### src/rtl/ptpc_consts.svh
// Register map, field positions and reset values of the periodic timer.
`ifndef PTPC_CONSTS_SVH
`define PTPC_CONSTS_SVH

`define PTPC_OFF_CTRL   5'h00
`define PTPC_OFF_RUN    5'h04
`define PTPC_OFF_DUTY   5'h08
`define PTPC_OFF_PERIOD 5'h0c
`define PTPC_OFF_STATUS 5'h10
`define PTPC_OFF_COUNT  5'h14

`define PTPC_CTRL_RST   8'h00
`define PTPC_CNT_W      10
`define PTPC_CNT_MAX    10'h3ff
`define PTPC_ST_DUTY    0
`define PTPC_ST_PER     1

`endif

### src/rtl/ptpc_pkg.sv
// Types shared by the periodic timer modules.
`default_nettype none
package ptpc_pkg;

  typedef enum logic [1:0] {
    PTPC_MODE_CMP = 2'b00,
    PTPC_MODE_CAP = 2'b01,
    PTPC_MODE_PWM = 2'b10,
    PTPC_MODE_TMR = 2'b11
  } ptpc_mode_t;

  typedef enum logic [1:0] {
    PTPC_PF_LOW   = 2'b00,
    PTPC_PF_HIGH  = 2'b01,
    PTPC_PF_PWM   = 2'b10,
    PTPC_PF_PULSE = 2'b11
  } ptpc_pinfn_t;

  typedef enum logic [1:0] {
    PTPC_EDGE_RISE = 2'b00,
    PTPC_EDGE_FALL = 2'b01,
    PTPC_EDGE_BOTH = 2'b10,
    PTPC_EDGE_OFF  = 2'b11
  } ptpc_edge_t;

  typedef enum logic {
    PTPC_BUS_IDLE = 1'b0,
    PTPC_BUS_DONE = 1'b1
  } ptpc_bus_st_t;

  // Control byte in its register layout, bit 7 first.
  typedef struct packed {
    ptpc_mode_t mode;
    logic [1:0] pin_fn;
    logic       out_ctrl;
    logic       polarity;
    logic       cap_src;
    logic       clr_sel;
  } ptpc_ctrl_t;

  typedef struct packed {
    logic level;
    logic oe;
  } ptpc_pin_t;

endpackage
`default_nettype wire

### src/rtl/ptpc_edge.sv
// Edge detector for the synchronous timer input pins.
`default_nettype none
module ptpc_edge #(
  parameter int N = 2
) (
  input  wire logic         clk_in,
  input  wire logic         rst_n_in,
  input  wire logic         ce_in,
  input  wire logic [N-1:0] pin_in,
  output logic      [N-1:0] rise_out,
  output logic      [N-1:0] fall_out
);

  logic [N-1:0] prev;

  // Each pin keeps its last level and compares it with the present one.
  for (genvar i = 0; i < N; i++) begin : g_pin
    always_ff @(posedge clk_in or negedge rst_n_in) begin
      if (!rst_n_in) begin
        prev[i] <= 1'b0;
      end else if (ce_in) begin
        prev[i] <= pin_in[i];
      end
    end
    assign rise_out[i] = pin_in[i] & ~prev[i];
    assign fall_out[i] = ~pin_in[i] & prev[i];
  end

endmodule
`default_nettype wire

### src/rtl/ptpc_out.sv
// Output pin shaper for PWM and single pulse operation.
`default_nettype none
module ptpc_out
  import ptpc_pkg::*;
#(
  parameter int CNT_W = 10
) (
  input  wire logic             clk_in,
  input  wire logic             rst_n_in,
  input  wire logic             ce_in,
  input  wire ptpc_ctrl_t       ctrl_in,
  input  wire logic             run_in,
  input  wire logic [CNT_W-1:0] cnt_in,
  input  wire logic [CNT_W-1:0] duty_in,
  input  wire logic [CNT_W:0]   per_eff_in,
  output ptpc_pin_t             pin_out
);

  logic active;
  logic full;

  // Active state of the waveform before level and polarity are applied.
  always_comb begin
    full = {1'b0, duty_in} >= per_eff_in;
    case (ctrl_in.pin_fn)
      PTPC_PF_LOW:   active = 1'b0;
      PTPC_PF_HIGH:  active = 1'b1;
      PTPC_PF_PWM:   active = run_in & (full | (cnt_in < duty_in));
      PTPC_PF_PULSE: active = run_in;
      default:       active = 1'b0;
    endcase
  end

  // The pin is driven only in PWM or pulse mode; timer and capture leave it.
  always_ff @(posedge clk_in or negedge rst_n_in) begin
    if (!rst_n_in) begin
      pin_out <= '0;
    end else if (ce_in) begin
      pin_out.oe <= (ctrl_in.mode == PTPC_MODE_PWM);
      // Output control picks active level, polarity inverts the result.
      pin_out.level <= (active ? ctrl_in.out_ctrl : ~ctrl_in.out_ctrl)
                       ^ ctrl_in.polarity;
    end
  end

endmodule
`default_nettype wire

### src/rtl/ptpc_top.sv
// Periodic timer with PWM, single pulse and capture on an Avalon slave.
`default_nettype none
`include "ptpc_consts.svh"
module ptpc_top
  import ptpc_pkg::*;
#(
  parameter int CNT_W = `PTPC_CNT_W
) (
  input  wire logic        CLK_SYS_IN,
  input  wire logic        RESETN_IN,
  input  wire logic        CE_IN,
  input  wire logic        TICK_IN,
  input  wire logic        CAPTURE_INPUT_PIN_IN,
  input  wire logic        EXTERNAL_TRIGGER_PIN_IN,
  input  wire logic [4:0]  AVS_ADDRESS_IN,
  input  wire logic        AVS_READ_IN,
  input  wire logic        AVS_WRITE_IN,
  input  wire logic [31:0] AVS_WRITEDATA_IN,
  input  wire logic [3:0]  AVS_BYTEENABLE_IN,
  output logic      [31:0] AVS_READDATA_OUT,
  output logic             AVS_WAITREQUEST_OUT,
  output logic             TIMER_OUTPUT_PIN_OUT,
  output logic             TIMER_OUTPUT_PIN_OE_OUT
);

  // Refuse counter widths the byte-lane write path cannot reach.
  if (CNT_W < 2 || CNT_W > 16) begin : g_bad_width
    $error("ptpc_top: CNT_W must lie between 2 and 16");
  end

  ptpc_ctrl_t       ctrl;
  logic             run;
  logic             run_prev;
  logic [CNT_W-1:0] cnt;
  logic [CNT_W-1:0] duty;
  logic [CNT_W-1:0] period;
  logic             duty_flag;
  logic             per_flag;
  ptpc_bus_st_t     bus_st;
  ptpc_pin_t        pin;

  logic             mode_pwm;
  logic             mode_pulse;
  logic             mode_cap;
  logic             mode_tmr;
  logic [CNT_W:0]   cnt_inc;
  logic [CNT_W:0]   per_eff;
  logic             run_rise;
  logic             step;
  logic             per_hit;
  logic             duty_hit;
  logic             per_clear;
  logic             duty_clear;
  logic             per_set;
  logic             duty_set;
  logic [1:0]       pin_rise;
  logic [1:0]       pin_fall;
  logic             src_rise;
  logic             src_fall;
  logic             cap_evt;
  logic             trig_set;
  logic             bus_wr;
  logic [15:0]      lane_mask;
  logic [15:0]      next_duty_w;
  logic [15:0]      next_per_w;
  logic [31:0]      next_rdata;

  // Mode decode; pulse mode is PWM mode with the pulse pin function.
  always_comb begin
    mode_pwm   = 1'b0;
    mode_pulse = 1'b0;
    mode_cap   = 1'b0;
    mode_tmr   = 1'b0;
    case (ctrl.mode)
      PTPC_MODE_CAP: mode_cap = 1'b1;
      PTPC_MODE_PWM: begin
        mode_pulse = (ctrl.pin_fn == PTPC_PF_PULSE);
        mode_pwm   = (ctrl.pin_fn != PTPC_PF_PULSE);
      end
      PTPC_MODE_TMR: mode_tmr = 1'b1;
      default:       mode_tmr = 1'b1;
    endcase
  end

  // A period value of zero stands for the full counter range.
  assign per_eff  = (period == '0) ? {1'b1, {CNT_W{1'b0}}}
                                   : {1'b0, period};
  assign cnt_inc  = {1'b0, cnt} + {{CNT_W{1'b0}}, 1'b1};
  assign run_rise = run & ~run_prev;
  assign step     = TICK_IN & run & ~run_rise;

  // Comparators fire when the coming count reaches their value.
  assign per_hit  = step & (cnt_inc == per_eff);
  assign duty_hit = step & (duty != '0) & (cnt_inc == {1'b0, duty});

  // Clearing and flags per mode; pulse mode leaves period unused.
  assign per_clear  = per_hit & (mode_pwm | mode_cap
                    | (mode_tmr & ~ctrl.clr_sel));
  assign duty_clear = duty_hit & mode_tmr & ctrl.clr_sel;
  assign per_set    = per_clear;
  assign duty_set   = (duty_hit & ~mode_cap) | cap_evt;

  ptpc_edge #(
    .N (2)
  ) u_edge (
    .clk_in   (CLK_SYS_IN),
    .rst_n_in (RESETN_IN),
    .ce_in    (CE_IN),
    .pin_in   ({EXTERNAL_TRIGGER_PIN_IN, CAPTURE_INPUT_PIN_IN}),
    .rise_out (pin_rise),
    .fall_out (pin_fall)
  );

  // Capture source and edge selection.
  always_comb begin
    src_rise = ctrl.cap_src ? pin_rise[1] : pin_rise[0];
    src_fall = ctrl.cap_src ? pin_fall[1] : pin_fall[0];
    case (ctrl.pin_fn)
      PTPC_EDGE_RISE: cap_evt = mode_cap & src_rise;
      PTPC_EDGE_FALL: cap_evt = mode_cap & src_fall;
      PTPC_EDGE_BOTH: cap_evt = mode_cap & (src_rise | src_fall);
      PTPC_EDGE_OFF:  cap_evt = 1'b0;
      default:        cap_evt = 1'b0;
    endcase
  end

  // A rising trigger pin edge starts a pulse like a software write.
  assign trig_set = mode_pulse & pin_rise[1];

  // Bus write takes effect at the edge that completes the transfer.
  assign bus_wr    = (bus_st == PTPC_BUS_DONE) & AVS_WRITE_IN;
  assign lane_mask = {{8{AVS_BYTEENABLE_IN[1]}}, {8{AVS_BYTEENABLE_IN[0]}}};
  assign next_duty_w = (16'(duty) & ~lane_mask)
                     | (AVS_WRITEDATA_IN[15:0] & lane_mask);
  assign next_per_w  = (16'(period) & ~lane_mask)
                     | (AVS_WRITEDATA_IN[15:0] & lane_mask);

  // Read data selection; unmapped offsets read as zero.
  always_comb begin
    case (AVS_ADDRESS_IN)
      `PTPC_OFF_CTRL:   next_rdata = {24'h0, ctrl};
      `PTPC_OFF_RUN:    next_rdata = {31'h0, run};
      `PTPC_OFF_DUTY:   next_rdata = 32'(duty);
      `PTPC_OFF_PERIOD: next_rdata = 32'(period);
      `PTPC_OFF_STATUS: next_rdata = {30'h0, per_flag, duty_flag};
      `PTPC_OFF_COUNT:  next_rdata = 32'(cnt);
      default:          next_rdata = 32'h0;
    endcase
  end

  // Slave handshake: one wait cycle, then waitrequest low for one cycle.
  always_ff @(posedge CLK_SYS_IN or negedge RESETN_IN) begin
    if (!RESETN_IN) begin
      bus_st              <= PTPC_BUS_IDLE;
      AVS_WAITREQUEST_OUT <= 1'b1;
      AVS_READDATA_OUT    <= 32'h0;
    end else if (CE_IN) begin
      case (bus_st)
        PTPC_BUS_IDLE: begin
          if (AVS_READ_IN || AVS_WRITE_IN) begin
            bus_st              <= PTPC_BUS_DONE;
            AVS_WAITREQUEST_OUT <= 1'b0;
            AVS_READDATA_OUT    <= next_rdata;
          end
        end
        PTPC_BUS_DONE: begin
          bus_st              <= PTPC_BUS_IDLE;
          AVS_WAITREQUEST_OUT <= 1'b1;
        end
        default: begin
          bus_st              <= PTPC_BUS_IDLE;
          AVS_WAITREQUEST_OUT <= 1'b1;
        end
      endcase
    end
  end

  // Control byte and period value are written only by software.
  always_ff @(posedge CLK_SYS_IN or negedge RESETN_IN) begin
    if (!RESETN_IN) begin
      ctrl   <= ptpc_ctrl_t'(`PTPC_CTRL_RST);
      period <= '0;
    end else if (CE_IN && bus_wr) begin
      if (AVS_ADDRESS_IN == `PTPC_OFF_CTRL && AVS_BYTEENABLE_IN[0]) begin
        ctrl <= ptpc_ctrl_t'(AVS_WRITEDATA_IN[7:0]);
      end
      if (AVS_ADDRESS_IN == `PTPC_OFF_PERIOD) begin
        period <= next_per_w[CNT_W-1:0];
      end
    end
  end

  // Run bit: software writes, a duty match ends a pulse, trigger wins.
  always_ff @(posedge CLK_SYS_IN or negedge RESETN_IN) begin
    if (!RESETN_IN) begin
      run      <= 1'b0;
      run_prev <= 1'b0;
    end else if (CE_IN) begin
      run_prev <= run;
      if (bus_wr && AVS_ADDRESS_IN == `PTPC_OFF_RUN
          && AVS_BYTEENABLE_IN[0]) begin
        run <= AVS_WRITEDATA_IN[0];
      end
      if (mode_pulse && duty_hit) begin
        run <= 1'b0;
      end
      if (trig_set) begin
        run <= 1'b1;
      end
    end
  end

  // Duty register: a capture outranks a software write.
  always_ff @(posedge CLK_SYS_IN or negedge RESETN_IN) begin
    if (!RESETN_IN) begin
      duty <= '0;
    end else if (CE_IN) begin
      if (cap_evt) begin
        duty <= cnt;
      end else if (bus_wr && AVS_ADDRESS_IN == `PTPC_OFF_DUTY) begin
        duty <= next_duty_w[CNT_W-1:0];
      end
    end
  end

  // Counter: zeroed on run rising, then steps on ticks while running.
  always_ff @(posedge CLK_SYS_IN or negedge RESETN_IN) begin
    if (!RESETN_IN) begin
      cnt <= '0;
    end else if (CE_IN) begin
      if (run_rise) begin
        cnt <= '0;
      end else if (step) begin
        if (per_clear || duty_clear) begin
          cnt <= '0;
        end else begin
          cnt <= cnt_inc[CNT_W-1:0];
        end
      end
    end
  end

  // Sticky match flags; writing one clears, a same-cycle event wins.
  always_ff @(posedge CLK_SYS_IN or negedge RESETN_IN) begin
    if (!RESETN_IN) begin
      duty_flag <= 1'b0;
      per_flag  <= 1'b0;
    end else if (CE_IN) begin
      if (bus_wr && AVS_ADDRESS_IN == `PTPC_OFF_STATUS
          && AVS_BYTEENABLE_IN[0]) begin
        if (AVS_WRITEDATA_IN[`PTPC_ST_DUTY]) begin
          duty_flag <= 1'b0;
        end
        if (AVS_WRITEDATA_IN[`PTPC_ST_PER]) begin
          per_flag <= 1'b0;
        end
      end
      if (duty_set) begin
        duty_flag <= 1'b1;
      end
      if (per_set) begin
        per_flag <= 1'b1;
      end
    end
  end

  ptpc_out #(
    .CNT_W (CNT_W)
  ) u_out (
    .clk_in     (CLK_SYS_IN),
    .rst_n_in   (RESETN_IN),
    .ce_in      (CE_IN),
    .ctrl_in    (ctrl),
    .run_in     (run),
    .cnt_in     (cnt),
    .duty_in    (duty),
    .per_eff_in (per_eff),
    .pin_out    (pin)
  );

  assign TIMER_OUTPUT_PIN_OUT    = pin.level;
  assign TIMER_OUTPUT_PIN_OE_OUT = pin.oe;
endmodule
`default_nettype wire

### config.mk
export PLATFORM = sky130hd
export DESIGN_NAME = ptpc_top
export DESIGN_NICKNAME = d
export VERILOG_FILES = /design/src/rtl/ptpc_pkg.sv /design/src/rtl/ptpc_edge.sv /design/src/rtl/ptpc_out.sv /design/src/rtl/ptpc_top.sv
export VERILOG_INCLUDE_DIRS = /design/src /design/src/rtl
export SDC_FILE = /design/constraint.sdc
export NUM_CORES = 1
export LEC_CHECK = 0
export ABC_AREA = 1
export BUFFER_PORTS_ARGS = -buffer_cell sky130_fd_sc_hd__buf_2
export CAP_MARGIN = 25
export CELL_PAD_IN_SITES_DETAIL_PLACEMENT = 1
export CELL_PAD_IN_SITES_GLOBAL_PLACEMENT = 1
export CORE_AREA = 2 2 147 77
export DETAILED_ROUTE_END_ITERATION = 8
export DIE_AREA = 0 0 149 79
export GPL_ROUTABILITY_DRIVEN = 1
export PLACE_DENSITY = 0.93
export SYNTH_ARGS = -nofsm -noshare
export SYNTH_HDL_FRONTEND = slang
export SYNTH_SLANG_ARGS = --single-unit
### constraint.sdc
create_clock -name CLK_SYS_IN -period 5.3 [get_ports CLK_SYS_IN]
set_clock_uncertainty 0.15 [all_clocks]
set_input_delay 0 -clock CLK_SYS_IN [delete_from_list [all_inputs] [get_ports CLK_SYS_IN]]
set_output_delay 0 -clock CLK_SYS_IN [all_outputs]
set_load 0.02 [all_outputs]
==> summary.txt, run 1 <==
==================================================================================
Maximum number of pins on one net before global-route repair                    59
Width of the chip                                                      149 microns
Final #Nets                                                                    770
Slowest cell on crit path                                             sky130_fd_sc_hd__dfrtp_1
Number of hold-slack violations in the final timing report                       0
Post-route setup TNS                                                          0 ns
Clock share of power                                                         40.7%
Area of the die                                                        11800 sq um
Worst relative slew slack                                                    45.8%
Wire length after detailed routing                                    18100 microns
Cell count after synthesis                                                     626
Req. time, crit path                                                       5.37 ns
DR pass1 iterations                                                              6
VDD IR-drop max                                                             148 uV
Iteration-0 DRC Markers                                                        563
Kind of start point of the critical path                                 flip-flop
Routed wire length on met3                                            2150 microns
Antenna violations before repair                                                 0
Via count normalized by instance count                                        5.75
Per-instance average area after synthesis                               7.03 sq um
Nature of the critical path endpoint                                     flip-flop
Critical Path Most Common Cell                                        sky130_fd_sc_hd__nand2_1
Tcrit/Tclk final                                                             67.1%
Routed len/inst                                                       21.4 microns
Total via count in the routed design                                          4861
Global router's overall resource usage                                       31.4%
Biggest fanout along the worst timing path                                       9
Leading cell type by number of instances after synthesis              sky130_fd_sc_hd__nand2_1
Final std cells w/o fill                                                       845
Die Span Y                                                              79 microns
Worst Hold Margin                                                       0.00112 ns
Startpoint-to-endpoint class of the critical path                       reg -> reg
Async set or reset register ratio after synthesis                             100%
Distinct cell type count of the synthesized netlist                             42
Number of H-tree levels                                                          3
Predominant post-synthesis flop cell                                  sky130_fd_sc_hd__dfrtp_1
Post-detail-place hpwl                                                13000 microns
Combinational share of power                                                 22.3%
Total clock sinks                                                               58
Maximum count of clock buffers along a single path                               2
Cell row count                                                                  27
Worst EP arrival                                                           3.63 ns
Series of cell instances along the critical path                      ha_1 > nand3_1 > nand2_1 > nand2_2 > nand2_1 > nand2_1 > nor2_2 > nand3_1 > nor2_2 > nand3_2 > nand2_1 > nand2_1 > nand2_1 > nand2_1 > dlygate4sd3_1
DP Cell Count                                                                  801
Sequential Power Share                                                       37.0%
Final count of negative-setup-slack endpoints                                    0
Number of buffers added by the clock tree synthesis step                         9
NetSw                                                                     0.498 mW
Slowest stage delay, CP                                                    0.62 ns
Area growth from synthesis to final layout                                   18.6%
Leakage Power                                                              2.59 nW
Slew @ Worst Pin                                                          0.813 ns
Core Box Area                                                          10600 sq um
Global-route congestion overflow total                                           0
Type of the tightest min-delay check                                     in -> reg
Latest clock arrival within the worst-skew pair                            0.34 ns
Yosys warning count                                                              0
Switching portion of total power                                             34.6%
Leading cell types by count after synthesis                           sky130_fd_sc_hd__nand2_1, sky130_fd_sc_hd__inv_1, sky130_fd_sc_hd__dfrtp_1, sky130_fd_sc_hd__o21ai_0, sky130_fd_sc_hd__nor2_1
Initial standard-cell utilization of the core                                41.5%
Final max-slew violation count                                                   0
TritonCTS clock tree                                                           yes
Largest cells by area after synthesis                                 sky130_fd_sc_hd__dfrtp_1, sky130_fd_sc_hd__nand2_1, sky130_fd_sc_hd__ha_1
Number of maximum-capacitance violations                                         0
Power, Total                                                               1.44 mW
PD cells                                                               275 nW/um^2
Clock transition at the registers of the reported paths                    0.06 ns
Internal power                                                            0.940 mW
Global placer's final weighted congestion                                    0.990
Number of global-route vias before repair                                     4758
Top Metal Used                                                                met4
Cell type with the largest total area after synthesis                 sky130_fd_sc_hd__dfrtp_1
Seq cells post-synth                                                            58
Met2 wire len                                                         7810 microns
Wire length of the first global-routing pass                          27300 microns
Number of antenna-violating nets in the routed design                            0
Area share of the largest cell type after synthesis                          32.4%
Post-detailed-route DRC marker count                                             0
Run status                                                            complete, no violations
Cell at the root of the clock tree                                    sky130_fd_sc_hd__clkbuf_16
Met1 Routed Length                                                    7720 microns
RSZ-0062 raised after global routing                                            no
Fmax                                                                     0.281 GHz
Boundary pin count                                                              84
Area of the mapped netlist                                              4400 sq um
Number of enable-type register cells in the synthesized netlist                  0
Final period demand of the worst path                                      3.56 ns
Sequential-to-total area share from yosys stat                               33.0%
Share of final-layout standard cells stronger than drive strength 1          14.6%
Count of buffers inserted at the top-level ports                                37
==================================================================================
## cell usage in the layout, fill, tap and decap left out, types with 26 or more instances in the layout
cell type	n
sky130_fd_sc_hd__a21oi_1	30
sky130_fd_sc_hd__buf_2	37
sky130_fd_sc_hd__dfrtp_1	57
sky130_fd_sc_hd__dlygate4sd3_1	28
sky130_fd_sc_hd__ha_1	26
sky130_fd_sc_hd__inv_1	83
sky130_fd_sc_hd__nand2_1	159
sky130_fd_sc_hd__nand3_1	47
sky130_fd_sc_hd__nor2_1	51
sky130_fd_sc_hd__o21ai_0	52
## cell type report
| cell class | instances | area (sq um) |
|---|---|---|
| diodes | 1 | 2.50 |
| clock buffers | 10 | 229 |
| clock inverters | 5 | 56.3 |
| fillers | 1386 | 5390 |
| inverters | 87 | 327 |
| multi-input cells | 471 | 2490 |
| flip-flops and latches | 58 | 1450 |
| well taps | 145 | 181 |
| repair buffers | 68 | 488 |
## cell families after synthesis
family	Yosys count	share of synthesized area, %
other	1	0.0852
muxes	2	0.512
xor gates and xnor gates	5	1.31
AOI/OAI and AO/OA	115	15.0
adders and majority gates	26	7.39
and+or+nand+nor	301	30.4
buffers and inverters	118	12.3
DFF	58	33.0
## worst max-delay path: cells and delay by family, from the launching register on
| kind | cells | cell delay [ns] |
|---|---|---|
| simple gates | 13 | 1.73 |
| buf+inv | 1 | 0.55 |
| flops | 1 | 0.62 |
| fa+ha+maj | 1 | 0.39 |
## worst paths after layout
| check | from | to | slack, ns | cells after the start |
|---|---|---|---|---|
| worst max-delay path | cnt[0]$_DFFE_PN0P_ | run$_DFFE_PN0P_ | 1.74 | 15 |
| worst min-delay path | AVS_BYTEENABLE_IN[1] | flip-flop | 0.001 | 5 |
| worst max register to register | cnt[0]$_DFFE_PN0P_ | run$_DFFE_PN0P_ | 1.74 | 15 |
| worst min register to register | AVS_WAITREQUEST_OUT$_DFFE_PN1P_ | AVS_WAITREQUEST_OUT$_DFFE_PN1P_ | 0.34 | 2 |
| max in group asynchronous | RESETN_IN | cnt[3]$_DFFE_PN0P_ | 4.22 | 3 |
| min in group asynchronous | RESETN_IN | AVS_READDATA_OUT[9]$_DFFE_PN0P_ | 0.20 | 3 |
## through the flow
stage	util (%)	instance area, sq um	setup slack (ns)
2_1_floorplan	-	4480	3.22
3_3_place_gp	43.8	4650	2.58
3_5_place_dp	43.9	4650	2.52
4_1_cts	49.2	5220	1.93
5_1_grt	49.2	5220	1.76
6_report	49.2	5220	1.74
## metal layers
layer / vias to the layer above / GRT usage [%]
met3: 43 / 9.31
met4: 0 / 7.05
met2: 299 / 48.4
met5: - / 0
li1: 2133 / -
met1: 2386 / 43.8
## power by group through the flow
stage | clock [mW] | combinational [mW] | sequential, mW
after CTS | 0.585 | 0.307 | 0.527
after global routing | 0.611 | 0.350 | 0.533
after detailed placement | 0 | 0.287 | 0.534
final | 0.586 | 0.321 | 0.532
after floorplan | 0 | 0.201 | 0.515
after global placement | 0 | 0.269 | 0.531
## timing repair
action	in CTS	in global routing
resized for setup	0	0
endpoints found under the hold margin	85	0
setup buffers	0	0
hold buffers	28	0
(Power assumes the default switching activity.)
==> run 2: changes to the inputs <==
--- a/config.mk
+++ b/config.mk
@@ -6,16 +6,16 @@
 export SDC_FILE = /design/constraint.sdc
 export NUM_CORES = 1
 export LEC_CHECK = 0
-export ABC_AREA = 1
+export ABC_AREA = 0
 export BUFFER_PORTS_ARGS = -buffer_cell sky130_fd_sc_hd__buf_2
 export CAP_MARGIN = 25
 export CELL_PAD_IN_SITES_DETAIL_PLACEMENT = 1
 export CELL_PAD_IN_SITES_GLOBAL_PLACEMENT = 1
-export CORE_AREA = 2 2 147 77
+export CORE_AREA = 2 2 148 78
 export DETAILED_ROUTE_END_ITERATION = 8
-export DIE_AREA = 0 0 149 79
+export DIE_AREA = 0 0 150 80
 export GPL_ROUTABILITY_DRIVEN = 1
-export PLACE_DENSITY = 0.93
+export PLACE_DENSITY = 0.9
 export SYNTH_ARGS = -nofsm -noshare
 export SYNTH_HDL_FRONTEND = slang
 export SYNTH_SLANG_ARGS = --single-unit
==> constraint.sdc (replaced) <==
create_clock -name CLK_SYS_IN -period 3.3 [get_ports CLK_SYS_IN]
set_clock_uncertainty 0.15 [all_clocks]
set_input_delay 0 -clock CLK_SYS_IN [delete_from_list [all_inputs] [get_ports CLK_SYS_IN]]
set_output_delay 0 -clock CLK_SYS_IN [all_outputs]
set_load 0.02 [all_outputs]
==> run 2 against run 1 <==
Combinational power rose by 130%; die area rose by 1.9%; register-to-register slack got worse by 1.7 ns; synthesized cell count fell by 18%; non-clock buffer count rose by 11; total power rose by 87%; via count fell by 3.3%; wire length rose by 2.5%; critical path type unchanged; critical path depth fell by 6; fmax rose by 11%; clock-buffer cell count rose by 4.
==> summary.txt, run 2 <==
=====================================================================================
Final max-slew violation count                                                      0   unchanged
Series of cell instances along the critical path                         inv_1 > ha_1 > a21oi_1 > o21ai_0 > a211oi_2 > buf_4 > nor2b_1 > a22oi_1 > o2bb2ai_1
Type of the tightest min-delay check                                        in -> reg
Wire length after detailed routing                                       18500 microns   +2.5%
Number of maximum-capacitance violations                                            0   unchanged
Post-CTS Setup Bufs                                                                 0   unchanged
Cell type with the largest total area after synthesis                    sky130_fd_sc_hd__dfrtp_1
Routed len/inst                                                          25.7 microns   +20%
VDD IR-drop max                                                                233 uV   +57%
Switching portion of total power                                                33.4%   -1.3 points
Predominant post-synthesis flop cell                                     sky130_fd_sc_hd__dfrtp_1
Maximum number of pins on one net before global-route repair                       36   -39%
Wire length of the first global-routing pass                             28400 microns   +4.2%
Hold_sp                                                                  AVS_BYTEENABLE_IN[0]
Post-detailed-route DRC marker count                                                0   unchanged
Share of final-layout standard cells stronger than drive strength 1             18.8%   +4.2 points
Area of the die                                                           12000 sq um   +1.9%
Leakage Power                                                                 2.37 nW   -8.3%
Via count normalized by instance count                                           6.54   +14%
Most frequent standard cell in the layout excluding fill and tap cells   sky130_fd_sc_hd__dfrtp_1
Pre-CTS WS                                                                   0.235 ns   -2.29 ns
Fmax                                                                        0.311 GHz   +11%
Kind of start point of the critical path                                    flip-flop
Antenna violations before repair                                                    1   +1
Post-detail-place hpwl                                                   13600 microns   +4.9%
Crit Reg-Reg Startpoint                                                  ctrl[4]$_DFFE_PN0P_
Slew @ Worst Pin                                                             0.956 ns   +0.143 ns
Latest clock arrival within the worst-skew pair                               0.34 ns   about the same
Startpoint-to-endpoint class of the critical path                          reg -> reg
Worst EP arrival                                                              3.30 ns   -0.33 ns
Final count of negative-setup-slack endpoints                                       0   unchanged
Global-route congestion overflow total                                              0   unchanged
NetSw                                                                        0.896 mW   +80%
Distinct cell type count of the synthesized netlist                                71   +69%
Boundary pin count                                                                 84   unchanged
Area growth from synthesis to final layout                                      18.5%
Largest cells by area after synthesis                                    sky130_fd_sc_hd__dfrtp_1, sky130_fd_sc_hd__ha_1, sky130_fd_sc_hd__buf_4
Number of H-tree levels                                                             3   unchanged
Filler cell count                                                                1258   -9.2%
CP startpoint                                                            ctrl[4]$_DFFE_PN0P_
Worst hold path stage count                                                         5   unchanged
Final worst setup slack                                                     0.0896 ns   -1.65 ns
Slowest cell on crit path                                                sky130_fd_sc_hd__nor2b_1
Slowest stage delay, CP                                                       0.72 ns   +0.10 ns
Initial standard-cell utilization of the core                                   42.3%   +0.80 points
Run status                                                               complete, no violations
Internal power                                                                1.79 mW   +90%
Worst relative slew slack                                                       36.2%   -9.7 points
Core Box Area                                                             10700 sq um   +0.64%
Worst reg2reg path depth                                                            9   -6
Combinational share of power                                                    27.2%   +4.9 points
Die Span Y                                                                 80 microns   +1.3%
Number of antenna-violating nets in the routed design                               0   unchanged
Cell count after synthesis                                                        511   -18%
Biggest fanout along the worst timing path                                         16   +7
PD cells                                                                  502 nW/um^2   +82%
Cell row count                                                                     27   unchanged
Maximum count of clock buffers along a single path                                  2   unchanged
Async set or reset register ratio after synthesis                                100%   unchanged
Cell at the root of the clock tree                                       sky130_fd_sc_hd__clkbuf_16
Number of enable-type register cells in the synthesized netlist                     0   unchanged
TritonCTS clock tree                                                              yes
Sequential Power Share                                                          32.9%   -4.1 points
Tcrit/Tclk final                                                                97.3%   +30 points
Number of global-route vias before repair                                        4859   +2.1%
Leading cell type by number of instances after synthesis                 sky130_fd_sc_hd__dfrtp_1
Area share of the largest cell type after synthesis                             31.6%   -0.82 points
Power, Total                                                                  2.68 mW   +87%
RSZ-0062 raised after global routing                                               no
Width of the chip                                                         150 microns   +0.67%
Top library cells by usage in the layout, fill and taps aside            sky130_fd_sc_hd__dfrtp_1, sky130_fd_sc_hd__inv_1, sky130_fd_sc_hd__buf_2, sky130_fd_sc_hd__o21ai_0, sky130_fd_sc_hd__nor2_1
Share of the core filled with cells                                             50.1%   +0.90 points
Nature of the critical path endpoint                                        flip-flop
Yosys warning count                                                                 0   unchanged
Final #Nets                                                                       644   -16%
Crit path depth                                                                     9   -6
Area of the mapped netlist                                                 4520 sq um   +2.6%
DR pass1 iterations                                                                 6   unchanged
Kind of cell adding the most delay to the critical path                  compound AO/OA/AOI/OAI gates
Leading cell types by count after synthesis                              sky130_fd_sc_hd__dfrtp_1, sky130_fd_sc_hd__inv_1, sky130_fd_sc_hd__o21ai_0, sky130_fd_sc_hd__nor2_1, sky130_fd_sc_hd__nand2_1
Global router's overall resource usage                                          32.3%   +0.87 points
Clock share of power                                                            40.0%   -0.7 points
Post-route setup TNS                                                             0 ns   unchanged
Final period demand of the worst path                                         3.21 ns   -0.349 ns
Total via count in the routed design                                             4701   -3.3%
Seq cells post-synth                                                               58   unchanged
Count of buffers inserted at the top-level ports                                   37   unchanged
Global placer's final weighted congestion                                       0.967   -2.3%
Iteration-0 DRC Markers                                                           508   -9.8%
Per-instance average area after synthesis                                  8.84 sq um   +26%
Number of hold-slack violations in the final timing report                          0   unchanged
Sequential-to-total area share from yosys stat                                  32.2%   -0.83 points
Antenna diode count                                                                 0   -1
Req. time, crit path                                                          3.39 ns   -1.98 ns
Number of buffers added by the clock tree synthesis step                            9   unchanged
Number of buffer and inverter stages on the critical path                           2   +1
Clock transition at the registers of the reported paths                       0.05 ns   about the same
Total clock sinks                                                                  58   unchanged
=====================================================================================
run 2: path summary, 6_finish.rpt:
kind / end / slack (ns)
worst min-delay path: per_flag$_DFFE_PN0P_ / 0.06
min in group asynchronous: cnt[2]$_DFFE_PN0P_ / 0.18
worst max register to register: flip-flop / 0.09
worst min register to register: AVS_WAITREQUEST_OUT$_DFFE_PN1P_ / 0.33
worst max-delay path: flip-flop / 0.09
max in group asynchronous: AVS_WAITREQUEST_OUT$_DFFE_PN1P_ / 1.90
run 2: power by group through the flow:
stage	Sequential, mW	Combinational (mW)	Clock (mW)
after detailed placement	0.883	0.677	0
after global placement	0.875	0.630	0
after floorplan	0.863	0.439	0
after CTS	0.873	0.709	1.07
final	0.882	0.729	1.07
after global routing	0.887	0.786	1.10
run 2: per-layer routing:
metal  track usage [%]  wire length (microns)  up-vias
met5                 0                     13        -
met4              9.25                    345        2
met3              11.7                   2280       51
met2              47.4                   7890      290
met1              44.5                   7970     2373
li1                  -                      -     1985
run 2: logic make-up (layout without fill, tap and decap cells):
| kind of cell | count (synthesis) | after routing | synth area share, % |
|---|---|---|---|
| mux | 18 | 18 | 4.46 |
| fa+ha+maj | 26 | 26 | 7.20 |
| buf+inv | 91 | 133 | 10.3 |
| compound gates | 155 | 155 | 24.3 |
| other cells | 1 | 22 | 0.0830 |
| flops | 58 | 58 | 32.2 |
| simple gates | 144 | 144 | 17.4 |
| xor+xnor | 18 | 18 | 4.10 |
run 2: worst min-delay path: cells and delay by family:
kind | cells | cell delay [ns]
AND/OR/NAND/NOR | 3 | 0.24
buffers and inverters | 1 | 0.14
AO/OA/AOI/OAI | 1 | 0.12
run 2: through the flow:
step | instances | cell area (sq um) | hold WS (ns)
floorplan | 532 | 4590 | -0.446
global placement | 686 | 4840 | -0.00908
detailed placement | 686 | 4840 | 0.0163
CTS | 719 | 5340 | 0.0410
global route | 719 | 5350 | 0.0910
finish | 719 | 5350 | 0.0624
run 2: layout make-up:
type                       count  area (sq um)  share of cell area, %
clock inverter                 2          60.1                   1.12
multi-input combinational    383          2700                   50.4
tap                          145           181                   3.39
timing repair buffer          79           543                   10.1
clock buffer                  14           274                   5.12
inverter                      38           143                   2.67
sequential                    58          1450                   27.2
run 2: timing repair:
| action | CTS | global route |
|---|---|---|
| hold buffers | 17 | 0 |
| hold endpoints to repair | 68 | 0 |
| setup endpoints to repair | 0 | 5 |
| gates resized for setup | 0 | 2 |
==> run 3: changes to the inputs <==
--- a/config.mk
+++ b/config.mk
@@ -6,16 +6,16 @@
 export SDC_FILE = /design/constraint.sdc
 export NUM_CORES = 1
 export LEC_CHECK = 0
-export ABC_AREA = 0
+export ABC_AREA = 1
 export BUFFER_PORTS_ARGS = -buffer_cell sky130_fd_sc_hd__buf_2
 export CAP_MARGIN = 25
 export CELL_PAD_IN_SITES_DETAIL_PLACEMENT = 1
 export CELL_PAD_IN_SITES_GLOBAL_PLACEMENT = 1
-export CORE_AREA = 2 2 148 78
+export CORE_AREA = 2 2 152 80
 export DETAILED_ROUTE_END_ITERATION = 8
-export DIE_AREA = 0 0 150 80
+export DIE_AREA = 0 0 154 82
 export GPL_ROUTABILITY_DRIVEN = 1
-export PLACE_DENSITY = 0.9
+export PLACE_DENSITY = 0.88
 export SYNTH_ARGS = -nofsm -noshare
 export SYNTH_HDL_FRONTEND = slang
 export SYNTH_SLANG_ARGS = --single-unit
==> run 3 against run 2 <==
Largest power group unchanged; total power shrank 13%; critical path depth grew 6; wire length shrank 5.3%.
==> summary.txt, run 3 (same netlist as run 1, synthesis figures left out) <==
=====================================================================================
Maximum number of pins on one net before global-route repair                       25   -31%
Routed len/inst                                                          20.6 microns   -20%
Final std cells w/o fill                                                          850   +18%
Number of global-route vias before repair                                        4606   -5.2%
Global router's overall resource usage                                          28.6%   -3.7 points
Leakage Power                                                                 2.60 nW   +9.6%
Met1 Track Usage GR                                                             40.1%   -4.5 points
Die Span Y                                                                 82 microns   +2.5%
Cell row count                                                                     28   +3.7%
Number of buffers added by the clock tree synthesis step                            9   unchanged
Biggest fanout along the worst timing path                                          6   -10
Number of buffer and inverter stages on the critical path                           1   -1
Post-detail-place hpwl                                                   13500 microns   -0.64%
Initial standard-cell utilization of the core                                   38.7%   -3.6 points
Worst reg2reg path depth                                                           15   +6
Share of final-layout standard cells stronger than drive strength 1             15.3%   -3.5 points
Hold_buf cts                                                                       24   +7
Wire length of the first global-routing pass                             26500 microns   -6.8%
VDD IR-drop max                                                                223 uV   -4.0%
Latest clock arrival within the worst-skew pair                               0.35 ns   about the same
Worst hold path stage count                                                         5   unchanged
Critical Path Most Common Cell                                           sky130_fd_sc_hd__nand2_1
Worst-case hold path end point                                           cnt[8]$_DFFE_PN0P_
Final standard cell area without fillers                                   5230 sq um   -2.3%
Final #Nets                                                                       770   +20%
Number of antenna-violating nets in the routed design                               0   unchanged
Series of cell instances along the critical path                         ha_1 > nand3_1 > nand2_1 > nand2_2 > nand2_1 > nand2_1 > nor2_2 > nand3_1 > nor2_2 > nand3_2 > nand2_1 > nand2_1 > nand2_1 > nand2_1 > dlygate4sd3_1
Kind of cell adding the most delay to the critical path                  simple AND/OR/NAND/NOR gates
Clock transition at the registers of the reported paths                       0.06 ns   about the same
Hold_sp                                                                       TICK_IN
Via count normalized by instance count                                           5.59   -15%
Placed Area                                                                4700 sq um   -3.0%
Most utilized layer in the global route result                                   met2
Number of maximum-capacitance violations                                            0   unchanged
Top library cells by usage in the layout, fill and taps aside            sky130_fd_sc_hd__nand2_1, sky130_fd_sc_hd__inv_1, sky130_fd_sc_hd__dfrtp_1, sky130_fd_sc_hd__o21ai_0, sky130_fd_sc_hd__nor2_1
Global Route met3 Usage                                                         9.39%   -2.3 points
Fmax                                                                        0.314 GHz   +0.92%
TritonCTS clock tree                                                              yes
Worst relative slew slack                                                       52.7%   +17 points
Cell at the root of the clock tree                                       sky130_fd_sc_hd__clkbuf_16
Endpoint of the worst-slack reg-to-reg timing path                       run$_DFFE_PN0P_
Tcrit/Tclk final                                                                96.4%   -0.89 points
DR pass1 iterations                                                                 5   -1
Core Box Area                                                             11400 sq um   +6.7%
Worst Hold Margin                                                          0.00844 ns   -0.0540 ns
Slowest cell on crit path                                                sky130_fd_sc_hd__dlygate4sd3_1
DP Cell Count                                                                     809   +18%
Type of the tightest min-delay check                                        in -> reg
Global routing usage on met2                                                    42.6%   -4.8 points
Antenna violations before repair                                                    0   -1
Global placer's final weighted congestion                                       0.970   +0.23%
Area growth from synthesis to final layout                                      18.8%
Run status                                                               complete, no violations
Number of H-tree levels                                                             3   unchanged
Setup slack of the most critical reg-to-reg path                              0.12 ns   +0.03 ns
Iteration-0 DRC Markers                                                           419   -18%
Global-route congestion overflow total                                              0   unchanged
Final count of negative-setup-slack endpoints                                       0   unchanged
Total via count in the routed design                                             4751   +1.1%
Wire length after detailed routing                                       17500 microns   -5.3%
Post-route setup TNS                                                             0 ns   unchanged
CP startpoint                                                            cnt[0]$_DFFE_PN0P_
Nature of the critical path endpoint                                        flip-flop
Post-detailed-route DRC marker count                                                0   unchanged
Most frequent standard cell in the layout excluding fill and tap cells   sky130_fd_sc_hd__nand2_1
Post_cts resized                                                                    0   unchanged
Kind of start point of the critical path                                    flip-flop
Slowest stage delay, CP                                                       0.55 ns   -0.17 ns
Final period demand of the worst path                                         3.18 ns   -0.0294 ns
Count of buffers inserted at the top-level ports                                   37   unchanged
Area of the die                                                           12600 sq um   +5.2%
Req. time, crit path                                                          3.38 ns   about the same
Post-CTS Setup Bufs                                                                 0   unchanged
Final max-slew violation count                                                      0   unchanged
Width of the chip                                                         154 microns   +2.7%
Crit Reg-Reg Startpoint                                                  cnt[0]$_DFFE_PN0P_
Number of hold-slack violations in the final timing report                          0   unchanged
Maximum count of clock buffers along a single path                                  2   unchanged
Startpoint-to-endpoint class of the critical path                          reg -> reg
PD cells                                                                  448 nW/um^2   -11%
Worst EP arrival                                                              3.26 ns   -0.04 ns
Total clock sinks                                                                  58   unchanged
RSZ-0062 raised after global routing                                               no
Boundary pin count                                                                 84   unchanged
Slew @ Worst Pin                                                             0.702 ns   -0.254 ns
Antenna diode count                                                                 0   unchanged
=====================================================================================
## run 3: worst reg2reg max path, delay by kind of cell, from the launching register on
family	cells	cell delay, ns
and+or+nand+nor	13	1.68
DFF	1	0.36
buffers and inverters	1	0.55
adders and majority gates	1	0.34
## run 3: area by class of cell
| class | instances | area [sq um] |
|---|---|---|
| clock buffers | 10 | 229 |
| flip-flops and latches | 58 | 1450 |
| repair buffers | 68 | 490 |
| inverters | 87 | 327 |
| fillers | 1473 | 6160 |
| multi-input cells | 471 | 2490 |
| clock inverters | 6 | 57.6 |
| well taps | 150 | 188 |
## run 3: worst max path at each step
stage / endpoint / slack (ns) / cells after the start
2_1_floorplan: flip-flop / 1.22 / 10
3_3_place_gp: cnt[6]$_DFFE_PN0P_ / 0.81 / 13
3_5_place_dp: flip-flop / 0.70 / 9
4_1_cts: run$_DFFE_PN0P_ / 0.21 / 15
5_1_grt: run$_DFFE_PN0P_ / 0.07 / 15
6_report: run$_DFFE_PN0P_ / 0.12 / 15
## run 3: layer usage
metal	vias to the layer above	share of wire, %
li1	2129	-
met1	2374	46
met2	218	41
met3	30	11
met4	0	1.4
met5	-	0
## run 3: report_power, final
part | leakage, nW | internal, mW | switching [mW]
Clock | 0.142 | 0.580 | 0.388
Sequential | 0.743 | 0.765 | 0.0671
Combinational | 1.72 | 0.178 | 0.366
## run 3: stage by stage
step | worst slack, ns | total power [mW] | util (%)
finish | 0.119 | 2.34 | 45.9
global route | 0.0710 | 2.42 | 45.9
detailed placement | 0.695 | 1.33 | 41.2
global placement | 0.812 | 1.29 | 41.1
floorplan | 1.22 | 1.15 | -
CTS | 0.208 | 2.31 | 45.9
